[config.mk]
export PLATFORM = sky130hd
export DESIGN_NAME = pfm_mux
export DESIGN_NICKNAME = d
export VERILOG_FILES = /design/src/core/pfm_pkg.sv /design/src/core/pfm_pad_bank.sv /design/src/core/pfm_mux.sv
export VERILOG_INCLUDE_DIRS = /design/src /design/src/core
export SDC_FILE = /design/constraint.sdc
export NUM_CORES = 1
export LEC_CHECK = 0
export BUFFER_PORTS_ARGS = -buffer_cell sky130_fd_sc_hd__buf_4
export CAP_MARGIN = 20
export CORE_AREA = 2 2 134 136
export CTS_BUF_LIST = sky130_fd_sc_hd__clkbuf_2 sky130_fd_sc_hd__clkbuf_4 sky130_fd_sc_hd__clkbuf_8
export CTS_CLUSTER_SIZE = 10
export DETAILED_ROUTE_END_ITERATION = 7
export DIE_AREA = 0 0 136 138
export GPL_TIMING_DRIVEN = 0
export PLACE_DENSITY = 0.89
export SYNTH_ARGS = -nofsm -noshare
export SYNTH_HDL_FRONTEND = slang
export SYNTH_SLANG_ARGS = --single-unit
export TNS_END_PERCENT = 10
[constraint.sdc]
create_clock -name core_clk -period 4.29 [get_ports core_clk]
set_input_delay 0.2145 -clock core_clk [delete_from_list [all_inputs] [get_ports core_clk]]
set_output_delay 0.2145 -clock core_clk [all_outputs]
set_load 0.03 [all_outputs]
[src/core/pfm_regs.svh]
// Purpose: constants for the pin function multiplexer
// Assumes: included by bare name from core files
// Notes: pin index n of the parallel bank is display data n-1 for n in 1..16
`ifndef PFM_REGS_SVH
`define PFM_REGS_SVH
// reset values of the selection and pulldown inhibit registers
`define PFM_EBS_PAR_RST 3'h0
`define PFM_EBS_SER_RST 2'h0
`define PFM_PDI_PAR_RST 14'h0000
`define PFM_PDI_SER_RST 6'h00
// bank widths
`define PFM_PP_PINS 21
`define PFM_SP_PINS 6
// parallel bank pin positions
`define PFM_PIN_EN 0
`define PFM_PIN_D0 1
`define PFM_PIN_D8 9
`define PFM_PIN_D12 13
`define PFM_PIN_D15 16
`define PFM_PIN_RS 20
// pulldown inhibit fields: parallel bits cover data 2..15, serial bits cover clk..data 3
`define PFM_PD_DATA2 0
`define PFM_PD_DATA8 6
`define PFM_PD_DATA15 13
`define PFM_PD_SD_DATA2 4
// first parallel pin that has a pulldown inhibit field
`define PFM_PD_FIRST_PIN 3
`endif

[src/core/pfm_pkg.sv]
// Purpose: types for the pin function multiplexer
// Assumes: nothing
// Notes: mode codes follow the selection register fields
package pfm_pkg;
	typedef enum logic [2:0] {
		PFM_PP_DISP = 3'b000,
		PFM_PP_SPI_GPIO = 3'b001,
		PFM_PP_GPIO = 3'b010,
		PFM_PP_SPI_I2S3 = 3'b011,
		PFM_PP_I2S2_UART = 3'b100,
		PFM_PP_SPI_UART = 3'b101,
		PFM_PP_SPI_I2S = 3'b110,
		PFM_PP_RSVD = 3'b111
	} pfm_par_mode_t;
	typedef enum logic [1:0] {
		PFM_SP_CARD = 2'b00,
		PFM_SP_AUDIO = 2'b01,
		PFM_SP_GPIO = 2'b10,
		PFM_SP_RSVD = 2'b11
	} pfm_ser_mode_t;
	// owner of a group of four display data pins
	typedef enum logic [1:0] {
		PFM_HS_DISP = 2'b00,
		PFM_HS_PERA = 2'b01,
		PFM_HS_GPIO = 2'b10,
		PFM_HS_PERB = 2'b11
	} pfm_hi_sel_t;
endpackage : pfm_pkg

[src/core/pfm_pad_bank.sv]
// Purpose: pad-side flops for one bank of shared pins
// Assumes: pin inputs are asynchronous to core_clk
// Notes: output enable is active low at the pin
`timescale 1ns/100ps
`default_nettype none
module pfm_pad_bank #(
	parameter int W = 6
) (
	input wire logic core_clk,
	input wire logic rst,
	input wire logic ce,
	input wire logic [W-1:0] pin_i,
	input wire logic [W-1:0] out_d,
	input wire logic [W-1:0] oe_d,
	output logic [W-1:0] pin_o,
	output logic [W-1:0] pin_oe_n,
	output logic [W-1:0] sync_q
);
	logic [W-1:0] meta_r;
	// two-stage synchroniser; only the second stage is read by the mux
	always_ff @(posedge core_clk) begin
		if (rst) begin
			meta_r <= '0;
			sync_q <= '0;
		end else if (ce) begin
			meta_r <= pin_i;
			sync_q <= meta_r;
		end
	end
	// registered drive so every pin switches on the same edge
	always_ff @(posedge core_clk) begin
		if (rst) begin
			pin_o <= '0;
			pin_oe_n <= '1; // released until the mux has settled
		end else if (ce) begin
			pin_o <= out_d;
			pin_oe_n <= ~oe_d;
		end
	end
endmodule : pfm_pad_bank
`default_nettype wire

[src/core/pfm_mux.sv]
// Purpose: route shared pins between display, spi, uart, audio, card and gpio
// Assumes: peripherals sit on core_clk; pins are asynchronous
// Notes: peripheral inputs of unowned functions read idle levels
// Summary of operation
// - only the selection register changes pin ownership
// - parallel field resets to 000, all display
// - mode 001: spi, gpio 12-17, audio2, uart
// - mode 010: data 8-15 become gpio
// - mode 011: data 8-11 spi, 12-15 audio3
// - 100 audio2+uart; 101 spi+uart on data 8-15
// - mode 110: spi, gpio 12-17, audio2, audio3
// - serial field: 00 card, 01 audio1, 10 gpio
// - card data 2-3 are gpio 10-11 in 01/10
// - pulldown inhibit bits act regardless of mode
`timescale 1ns/100ps
`default_nettype none
`include "pfm_regs.svh"
module pfm_mux (
	input wire logic core_clk,
	input wire logic rst,
	input wire logic ce,
	input wire logic ebs_wr_en,
	input wire logic [2:0] ebs_wr_par,
	input wire logic [1:0] ebs_wr_ser,
	input wire logic pdi_wr_en,
	input wire logic [13:0] pdi_wr_par,
	input wire logic [5:0] pdi_wr_ser,
	output logic [2:0] parallel_port_mux_field,
	output logic [1:0] serial_port1_mux_field,
	output logic [13:0] pulldown_inhibit_reg_c,
	output logic [5:0] serial_pd_inhibit,
	input wire logic [20:0] pp_pin_i,
	output logic [20:0] pp_pin_o,
	output logic [20:0] pp_pin_oe_n,
	input wire logic [5:0] sp_pin_i,
	output logic [5:0] sp_pin_o,
	output logic [5:0] sp_pin_oe_n,
	input wire logic [20:0] disp_out,
	input wire logic [20:0] disp_oe,
	output logic [20:0] disp_in,
	input wire logic spi_clk_o,
	input wire logic spi_tx_o,
	input wire logic [3:0] spi_cs_o,
	output logic spi_rx_i,
	input wire logic uart_rts_o,
	input wire logic uart_txd_o,
	output logic uart_cts_i,
	output logic uart_rxd_i,
	input wire logic [2:0] i2s1_o,
	input wire logic [1:0] i2s1_oe,
	output logic [2:0] i2s1_i,
	input wire logic [2:0] i2s2_o,
	input wire logic [1:0] i2s2_oe,
	output logic [2:0] i2s2_i,
	input wire logic [2:0] i2s3_o,
	input wire logic [1:0] i2s3_oe,
	output logic [2:0] i2s3_i,
	input wire logic card_clk_o,
	input wire logic card_cmd_o,
	input wire logic card_cmd_oe,
	input wire logic [3:0] card_dat_o,
	input wire logic [3:0] card_dat_oe,
	output logic card_cmd_i,
	output logic [3:0] card_dat_i,
	input wire logic [31:0] gpio_out,
	input wire logic [31:0] gpio_oe,
	output logic [31:0] gpio_in
);
	// audio ports: bit 0 clock, bit 1 frame sync, bit 2 transmit (out) / receive (in)
	logic [2:0] par_r;
	logic [1:0] ser_r;
	logic [20:0] pp_sync;
	logic [5:0] sp_sync;
	logic [69:0] per_in_r;
	function automatic pfm_pkg::pfm_hi_sel_t low_nib_sel(input pfm_pkg::pfm_par_mode_t m);
		unique case (m)
			pfm_pkg::PFM_PP_SPI_GPIO, pfm_pkg::PFM_PP_I2S2_UART,
			pfm_pkg::PFM_PP_SPI_I2S: low_nib_sel = pfm_pkg::PFM_HS_PERA;
			pfm_pkg::PFM_PP_GPIO: low_nib_sel = pfm_pkg::PFM_HS_GPIO;
			pfm_pkg::PFM_PP_SPI_I2S3, pfm_pkg::PFM_PP_SPI_UART: low_nib_sel = pfm_pkg::PFM_HS_PERB;
			pfm_pkg::PFM_PP_DISP, pfm_pkg::PFM_PP_RSVD: low_nib_sel = pfm_pkg::PFM_HS_DISP;
		endcase
	endfunction : low_nib_sel
	function automatic pfm_pkg::pfm_hi_sel_t high_nib_sel(input pfm_pkg::pfm_par_mode_t m);
		unique case (m)
			pfm_pkg::PFM_PP_SPI_GPIO, pfm_pkg::PFM_PP_I2S2_UART,
			pfm_pkg::PFM_PP_SPI_UART: high_nib_sel = pfm_pkg::PFM_HS_PERA;
			pfm_pkg::PFM_PP_GPIO: high_nib_sel = pfm_pkg::PFM_HS_GPIO;
			pfm_pkg::PFM_PP_SPI_I2S3, pfm_pkg::PFM_PP_SPI_I2S: high_nib_sel = pfm_pkg::PFM_HS_PERB;
			pfm_pkg::PFM_PP_DISP, pfm_pkg::PFM_PP_RSVD: high_nib_sel = pfm_pkg::PFM_HS_DISP;
		endcase
	endfunction : high_nib_sel
	function automatic logic [3:0] mux4(input pfm_pkg::pfm_hi_sel_t s, input logic [3:0] d,
			input logic [3:0] a, input logic [3:0] g, input logic [3:0] b);
		unique case (s)
			pfm_pkg::PFM_HS_DISP: mux4 = d;
			pfm_pkg::PFM_HS_PERA: mux4 = a;
			pfm_pkg::PFM_HS_GPIO: mux4 = g;
			pfm_pkg::PFM_HS_PERB: mux4 = b;
		endcase
	endfunction : mux4
	// the selection register is the sole owner control; reset at any ce level
	always_ff @(posedge core_clk) begin
		if (rst) begin
			par_r <= `PFM_EBS_PAR_RST;
			ser_r <= `PFM_EBS_SER_RST;
		end else if (ce && ebs_wr_en) begin
			par_r <= ebs_wr_par;
			ser_r <= ebs_wr_ser;
		end
	end
	// pulldown inhibit is stored apart from the mode so a mux change never touches it
	always_ff @(posedge core_clk) begin
		if (rst) begin
			pulldown_inhibit_reg_c <= `PFM_PDI_PAR_RST;
			serial_pd_inhibit <= `PFM_PDI_SER_RST;
		end else if (ce && pdi_wr_en) begin
			pulldown_inhibit_reg_c <= pdi_wr_par;
			serial_pd_inhibit <= pdi_wr_ser;
		end
	end
	assign parallel_port_mux_field = par_r;
	assign serial_port1_mux_field = ser_r;
	// reserved codes read back as written but route like reset
	wire pfm_pkg::pfm_par_mode_t eff_par = (par_r == pfm_pkg::PFM_PP_RSVD) ?
		pfm_pkg::PFM_PP_DISP : pfm_pkg::pfm_par_mode_t'(par_r);
	wire pfm_pkg::pfm_ser_mode_t eff_ser = (ser_r == pfm_pkg::PFM_SP_RSVD) ?
		pfm_pkg::PFM_SP_CARD : pfm_pkg::pfm_ser_mode_t'(ser_r);
	wire ctl_spi = (eff_par == pfm_pkg::PFM_PP_SPI_GPIO) ||
		(eff_par == pfm_pkg::PFM_PP_SPI_I2S);
	wire pfm_pkg::pfm_hi_sel_t ln = low_nib_sel(eff_par);
	wire pfm_pkg::pfm_hi_sel_t hn = high_nib_sel(eff_par);
	// control pins: bits 2:0 enable, data 0, data 1; bits 6:3 the four selects
	wire [6:0] ctl_o = ctl_spi ? {spi_cs_o, spi_tx_o, 1'b0, spi_clk_o} :
		{disp_out[20:17], disp_out[2:0]};
	wire [6:0] ctl_oe = ctl_spi ? 7'h7d : {disp_oe[20:17], disp_oe[2:0]};
	wire [5:0] lo_o = ctl_spi ? gpio_out[17:12] : disp_out[8:3];
	wire [5:0] lo_oe = ctl_spi ? gpio_oe[17:12] : disp_oe[8:3];
	// data 8-11: audio 2, gpio 18-20/27 or spi
	wire [3:0] ln_o = mux4(ln, disp_out[12:9], {i2s2_o[2], 1'b0, i2s2_o[1:0]},
		{gpio_out[27], gpio_out[20:18]}, {spi_tx_o, 1'b0, spi_cs_o[0], spi_clk_o});
	wire [3:0] ln_oe = mux4(ln, disp_oe[12:9], {2'b10, i2s2_oe},
		{gpio_oe[27], gpio_oe[20:18]}, 4'hb);
	// data 12-15: uart, gpio 28-31 or audio 3
	wire [3:0] hn_o = mux4(hn, disp_out[16:13], {uart_txd_o, 2'b00, uart_rts_o},
		gpio_out[31:28], {i2s3_o[2], 1'b0, i2s3_o[1:0]});
	wire [3:0] hn_oe = mux4(hn, disp_oe[16:13], 4'h9, gpio_oe[31:28], {2'b10, i2s3_oe});
	wire [20:0] pp_out_d = {ctl_o[6:3], hn_o, ln_o, lo_o, ctl_o[2:0]};
	wire [20:0] pp_oe_d = {ctl_oe[6:3], hn_oe, ln_oe, lo_oe, ctl_oe[2:0]};
	// serial bank: the audio port needs four pins, so data 2-3 fall to gpio
	wire ser_card = (eff_ser == pfm_pkg::PFM_SP_CARD);
	wire ser_aud = (eff_ser == pfm_pkg::PFM_SP_AUDIO);
	wire [5:0] sp_out_d = ser_card ? {card_dat_o, card_cmd_o, card_clk_o} :
		ser_aud ? {gpio_out[11:10], 1'b0, i2s1_o[2], i2s1_o[1:0]} :
		gpio_out[11:6];
	wire [5:0] sp_oe_d = ser_card ? {card_dat_oe, card_cmd_oe, 1'b1} :
		ser_aud ? {gpio_oe[11:10], 2'b01, i2s1_oe} : gpio_oe[11:6];
	pfm_pad_bank #(.W(`PFM_PP_PINS)) u_pp_pads (
		.core_clk(core_clk),
		.rst(rst),
		.ce(ce),
		.pin_i(pp_pin_i),
		.out_d(pp_out_d),
		.oe_d(pp_oe_d),
		.pin_o(pp_pin_o),
		.pin_oe_n(pp_pin_oe_n),
		.sync_q(pp_sync)
	);
	pfm_pad_bank #(.W(`PFM_SP_PINS)) u_sp_pads (
		.core_clk(core_clk),
		.rst(rst),
		.ce(ce),
		.pin_i(sp_pin_i),
		.out_d(sp_out_d),
		.oe_d(sp_oe_d),
		.pin_o(sp_pin_o),
		.pin_oe_n(sp_pin_oe_n),
		.sync_q(sp_sync)
	);
	// input routing; unowned inputs read idle so a detached peripheral sees no edges
	wire [20:0] disp_own = {{4{~ctl_spi}}, {4{hn == pfm_pkg::PFM_HS_DISP}},
		{4{ln == pfm_pkg::PFM_HS_DISP}}, {6{~ctl_spi}}, {3{~ctl_spi}}};
	wire sp_gp = ~ser_card;
	wire [31:0] gpio_in_nxt = {
		(hn == pfm_pkg::PFM_HS_GPIO) ? pp_sync[16:13] : 4'h0,
		(ln == pfm_pkg::PFM_HS_GPIO) ? pp_sync[12] : 1'b0, 6'h00,
		(ln == pfm_pkg::PFM_HS_GPIO) ? pp_sync[11:9] : 3'h0,
		ctl_spi ? pp_sync[8:3] : 6'h00,
		sp_gp ? sp_sync[5:4] : 2'h0,
		(eff_ser == pfm_pkg::PFM_SP_GPIO) ? sp_sync[3:0] : 4'h0, 6'h00};
	wire spi_rx_nxt = ctl_spi ? pp_sync[1] : ((ln == pfm_pkg::PFM_HS_PERB) & pp_sync[11]);
	wire [1:0] uart_nxt = (hn == pfm_pkg::PFM_HS_PERA) ? {pp_sync[15], pp_sync[14]} : 2'b10;
	wire [2:0] i2s2_nxt = (ln == pfm_pkg::PFM_HS_PERA) ? pp_sync[11:9] : 3'h0;
	wire [2:0] i2s3_nxt = (hn == pfm_pkg::PFM_HS_PERB) ? {pp_sync[15], pp_sync[14:13]} : 3'h0;
	wire [2:0] i2s1_nxt = ser_aud ? {sp_sync[3], sp_sync[1:0]} : 3'h0;
	wire [4:0] card_nxt = ser_card ? sp_sync[5:1] : 5'h00;
	wire [69:0] per_in_nxt = {pp_sync & disp_own, gpio_in_nxt, spi_rx_nxt, uart_nxt,
		i2s2_nxt, i2s3_nxt, i2s1_nxt, card_nxt};
	// one register stage so peripheral inputs switch owner in step with the pins
	always_ff @(posedge core_clk) begin
		if (rst) begin
			per_in_r <= {21'h000000, 32'h00000000, 1'b0, 2'b10, 14'h0000};
		end else if (ce) begin
			per_in_r <= per_in_nxt;
		end
	end
	assign disp_in = per_in_r[69:49];
	assign gpio_in = per_in_r[48:17];
	assign spi_rx_i = per_in_r[16];
	assign uart_rxd_i = per_in_r[15];
	assign uart_cts_i = per_in_r[14];
	assign i2s2_i = per_in_r[13:11];
	assign i2s3_i = per_in_r[10:8];
	assign i2s1_i = per_in_r[7:5];
	assign card_dat_i = per_in_r[4:1];
	assign card_cmd_i = per_in_r[0];
	// checks on the routing
	a_reset_mode_default: assert property (@(posedge core_clk) $fell(rst) |->
		par_r == 3'h0 && ser_r == 2'h0) else $error("mode not default after reset");
	// the pad stage only moves on an enabled edge, so a frozen cycle skips the pin check
	a_mode_write_land: assert property (@(posedge core_clk) disable iff (rst)
		ce && ebs_wr_en |=> par_r == $past(ebs_wr_par)
		##1 (!$past(ce) || pp_pin_o == $past(pp_out_d)))
		else $error("mode write not applied");
	a_mode_only_reg: assert property (@(posedge core_clk) disable iff (rst)
		!(ce && ebs_wr_en) |=> $stable(par_r) && $stable(ser_r))
		else $error("mode changed without write");
	a_mode1_spi_ctl: assert property (@(posedge core_clk) disable iff (rst)
		ce && par_r == 3'h1 |=> pp_pin_o[0] == $past(spi_clk_o) && pp_pin_oe_n[1]
		&& pp_pin_o[16] == $past(uart_txd_o)) else $error("mode 1 routing wrong");
	a_mode2_gpio_hi: assert property (@(posedge core_clk) disable iff (rst)
		ce && par_r == 3'h2 |=> pp_pin_o[16:9] == $past({gpio_out[31:27], gpio_out[20:18]})
		&& pp_pin_o[0] == $past(disp_out[0])) else $error("mode 2 routing wrong");
	a_mode3_audio3: assert property (@(posedge core_clk) disable iff (rst)
		ce && par_r == 3'h3 |=> pp_pin_o[13] == $past(i2s3_o[0])
		&& pp_pin_o[10] == $past(spi_cs_o[0])) else $error("mode 3 routing wrong");
	a_mode45_uart: assert property (@(posedge core_clk) disable iff (rst)
		ce && (par_r == 3'h4 || par_r == 3'h5) |=> pp_pin_o[16] == $past(uart_txd_o)
		&& pp_pin_o[20] == $past(disp_out[20])) else $error("mode 4/5 routing wrong");
	a_mode6_spi_i2s: assert property (@(posedge core_clk) disable iff (rst)
		ce && par_r == 3'h6 |=> pp_pin_o[20] == $past(spi_cs_o[3])
		&& pp_pin_o[8:3] == $past(gpio_out[17:12])) else $error("mode 6 routing wrong");
	a_ser_gpio_route: assert property (@(posedge core_clk) disable iff (rst)
		ce && ser_r != 2'h0 && ser_r != 2'h3 |=> sp_pin_o[5:4] == $past(gpio_out[11:10]))
		else $error("card data 2-3 not gpio");
	a_reserved_default: assert property (@(posedge core_clk) disable iff (rst)
		ce && par_r == 3'h7 |=> pp_pin_o == $past(disp_out))
		else $error("reserved not default");
	a_pd_independent: assert property (@(posedge core_clk) disable iff (rst)
		ce && ebs_wr_en && !pdi_wr_en |=> $stable(pulldown_inhibit_reg_c))
		else $error("pulldown moved with mode");
endmodule : pfm_mux
`default_nettype wire

==> impl_results.md <==
* Run status: finished, final reports clean
* Worst r2r src: serial_port1_mux_field[0]$_SDFFE_PP0P_
* Lkg Pwr at 4.97 nW
* Mapped Area at 7980 sq um
* Via count at 8175
* Max-slew headroom at 48.5%
* Endpoint class of the critical path: register
* CTS tree: yes
* Commonest non-fill, non-tap cell in the layout: buf_4
* Actual slew at the worst max-slew pin at 772 ps
* CTS H-tree lvls at 4
* Clock slew at reported path FFs at 90 ps
* Post-DRT Antenna Nets at 0
* Largest net degree at the start of global routing at 17
* Die Area at 18800 sq um
* Grt met1 use at 34.2%
* Hold Path Origin: gpio_out[14]
* Peak Freq at 491 MHz
* Synth cell types at 54
* WP data arrival at 2360 ps
* Die Width at 136 um
* RSZ-0062 raised after global routing: no
* Yosys synthesis warning count at 0
* Yosys reg bits at 191
* Reg2Reg Depth at 6
* Max rail drop VDD at 0.202 mV
* Crit Path Max Fanout at 10
* Row count at 49
* Count of flip-flops with a built-in enable after synthesis at 0
* Remaining DRCs at 0
* Iteration-0 DRC Markers at 507
* Clk buf depth at 2
* Critical setup path kind: register to register
* Post-CTS Setup Repair Bufs at 0
* WL final at 29.6 mm
* Post-layout util at 65.6%
* Crit Reg-Reg Endpoint: u_sp_pads.pin_o[4]$_SDFFE_PP0P_
* Cell Pwr Density at 325 nW/um^2
* Clk_skew at 10.3 ps
* Initial antenna violation count at 1
* Root buf cell: clkbuf_8
* Clock Latency Late Sink at 470 ps
* Number of nets in the layout at 1476
* Tcrit/Tclk final at 47.4%
* Seq/Total Area, Yosys at 47.9%
* Pre-CTS WS at 2270 ps
* Hold path cells at 3
* GPL Wtd Cong at 0.922
* Commonest non-fill, non-tap cells in the layout: buf_4, dfxtp_1, nand2_1, a21oi_1, nor2_1
* GRT overflow at 0
* Met2 Use GR at 53.0%
* Hold Path Class: input pin to register
* Mean Syn Cell Area at 9.02 sq um
* CP Data Required Time at 4610 ps
* Asr flop ratio synth at 0%
* # setup viols final at 0
* GRT Resource Usage Total at 30.4%
* M3 GR Usage at 8.10%
* TritonRoute pass-1 iters at 6
* CP Launch Type: register
* Gate count of the mapped netlist at 884
* Area delta synth->final at 44.3%
* Post-layout min period at 2040 ps
* Hold Vio Cnt, Final at 0
* Max Cap Violations at 0
* First-pass GRT wire length at 43.8 mm
* Routed length per instance at 19.5 um
* Clk sinks at 191
* Vias in the first global route at 8166
* Port Buffer Count at 309
* I/O Pins at 346
* R2r setup slk at 2250 ps
* Height of the die at 138 um
* Max Slew Vio Count at 0
* Setup ws final at 2250 ps
* Share of cells above drive strength 1 at 34.0%
* Setup TNS at 0 ps
* Initial Util at 45.5%
* Most used DFF post-synth: dfxtp_1
* Core area at 17500 sq um
* Avg Vias per Cell at 5.38
* Total CTS buffers at 17
* Busiest grt layer: met2
* Detail Placement HPWL at 21.6 mm
* WHS Endpoint: u_pp_pads.pin_o[5]$_SDFFE_PP0P_
-- how the worst max path moves through the flow --
stage	start	to	slack [ps]	cells after the start
floorplan	parallel_port_mux_field[2]$_SDFFE_PP0P_	u_pp_pads.pin_oe_n[6]$_SDFFE_PP1P_	2510	6
global placement	rst	u_pp_pads.meta_r[8]$_SDFFE_PP0P_	2320	5
detailed placement	rst	u_pp_pads.meta_r[6]$_SDFFE_PP0P_	2270	5
CTS	serial_port1_mux_field[0]$_SDFFE_PP0P_	u_sp_pads.pin_o[4]$_SDFFE_PP0P_	2350	6
global route	serial_port1_mux_field[0]$_SDFFE_PP0P_	u_sp_pads.pin_o[1]$_SDFFE_PP0P_	2140	7
finish	serial_port1_mux_field[0]$_SDFFE_PP0P_	u_sp_pads.pin_o[4]$_SDFFE_PP0P_	2250	6
-- final cells by class --
type	instances	area (sq um)
fillers	1385	6030
inverters	4	15.0
diodes	1	2.50
clock buffers	19	249
clock inverters	13	90.1
repair buffers	363	2860
well taps	229	287
multi-input cells	611	3690
plain buffers	89	485
flip-flops and latches	191	3820
-- per-stage QoR --
stage / cell area (sq um) / hold slack [ps] / total power [mW] / cells
after CTS: 11500 / 3.57 / 3.74 / 1519
after floorplan: 8020 / 315 / 2.33 / 895
after detailed placement: 10600 / 410 / 2.65 / 1433
after global placement: 10600 / 403 / 2.64 / 1433
after global routing: 11500 / 13.7 / 3.87 / 1520
final: 11500 / 35.9 / 3.73 / 1520
-- worst max-delay path, cell delays in order, from the launching register on --
cell and delay (ps):
dfxtp_1 390, inv_1 60, ha_1 260, buf_2 210, buf_1 470, mux2i_1 360
a211oi_1 130
-- power breakdown --
group	internal [mW]	switching, mW	leakage (nW)	total [mW]
sequential	1.85	0.0525	1.56	1.90
combinational	0.339	0.425	3.23	0.763
clock	0.415	0.652	0.175	1.07
total	2.60	1.13	4.97	3.73
-- sequential cells by signal, indices dropped and copies added, names as in the netlist, 3 cells and up --
register and count:
per_in_r 58, u_sp_pads.meta_r 6, u_sp_pads.sync_q 6, pulldown_inhibit_reg_c 14, u_pp_pads.pin_oe_n 21, u_pp_pads.pin_o 21, u_pp_pads.sync_q 21, u_pp_pads.meta_r 21
u_sp_pads.pin_o 6, u_sp_pads.pin_oe_n 6, serial_pd_inhibit 6, parallel_port_mux_field 3
-- layer usage --
metal,share of wire [%],up-vias
met2,50,411
met4,4.1,0
met3,8.4,79
met5,0,-
met1,38,3840
li1,-,3845
-- synth_stat cells, types with 2 or more instances --
cell type / n / area share (%)
nor2_1: 91 / 4.3
o21a_1: 2 / 0.19
nand2_1: 133 / 6.3
nand3_2: 4 / 0.50
a21oi_2: 4 / 0.44
buf_6: 5 / 0.71
nor2b_1: 5 / 0.39
ha_1: 2 / 0.31
o221ai_1: 4 / 0.44
buf_2: 18 / 1.1
and2_1: 2 / 0.16
a211oi_1: 12 / 1.1
nand2_2: 5 / 0.39
a211o_1: 7 / 0.77
a311oi_2: 12 / 2.3
o221a_2: 3 / 0.42
a21oi_1: 94 / 5.9
a221oi_1: 9 / 0.99
o21ai_2: 3 / 0.33
mux2i_1: 71 / 8.9
nand2b_1: 4 / 0.31
o21ai_0: 15 / 0.94
dfxtp_1: 191 / 48
nand3_1: 59 / 3.7
mux2_2: 16 / 2.3
o22ai_1: 8 / 0.63
clkbuf_1: 39 / 1.8
o31ai_1: 7 / 0.66
nor3_1: 6 / 0.38
a221o_1: 2 / 0.25
nor3b_1: 3 / 0.28
buf_1: 8 / 0.38
inv_1: 3 / 0.14
buf_4: 17 / 1.6
-- repair_timing --
action	4_1_cts	5_1_grt
endpoints found under the setup margin	0	0
hold buffers	54	0
gates resized for setup	0	0
hold endpoints to repair	54	0
-- cells by family after synthesis --
logic type      count (synthesis)  synth area share [%]
flops                         191                  47.9
mux                            87                  11.2
buf+inv                        93                  6.27
compound gates                191                  16.8
other cells                     1                0.0470
xor+xnor                        1                 0.110
fa+ha+maj                       2                 0.314
simple gates                  318                  17.3
Note: power is estimated with default switching activity, not from simulation.
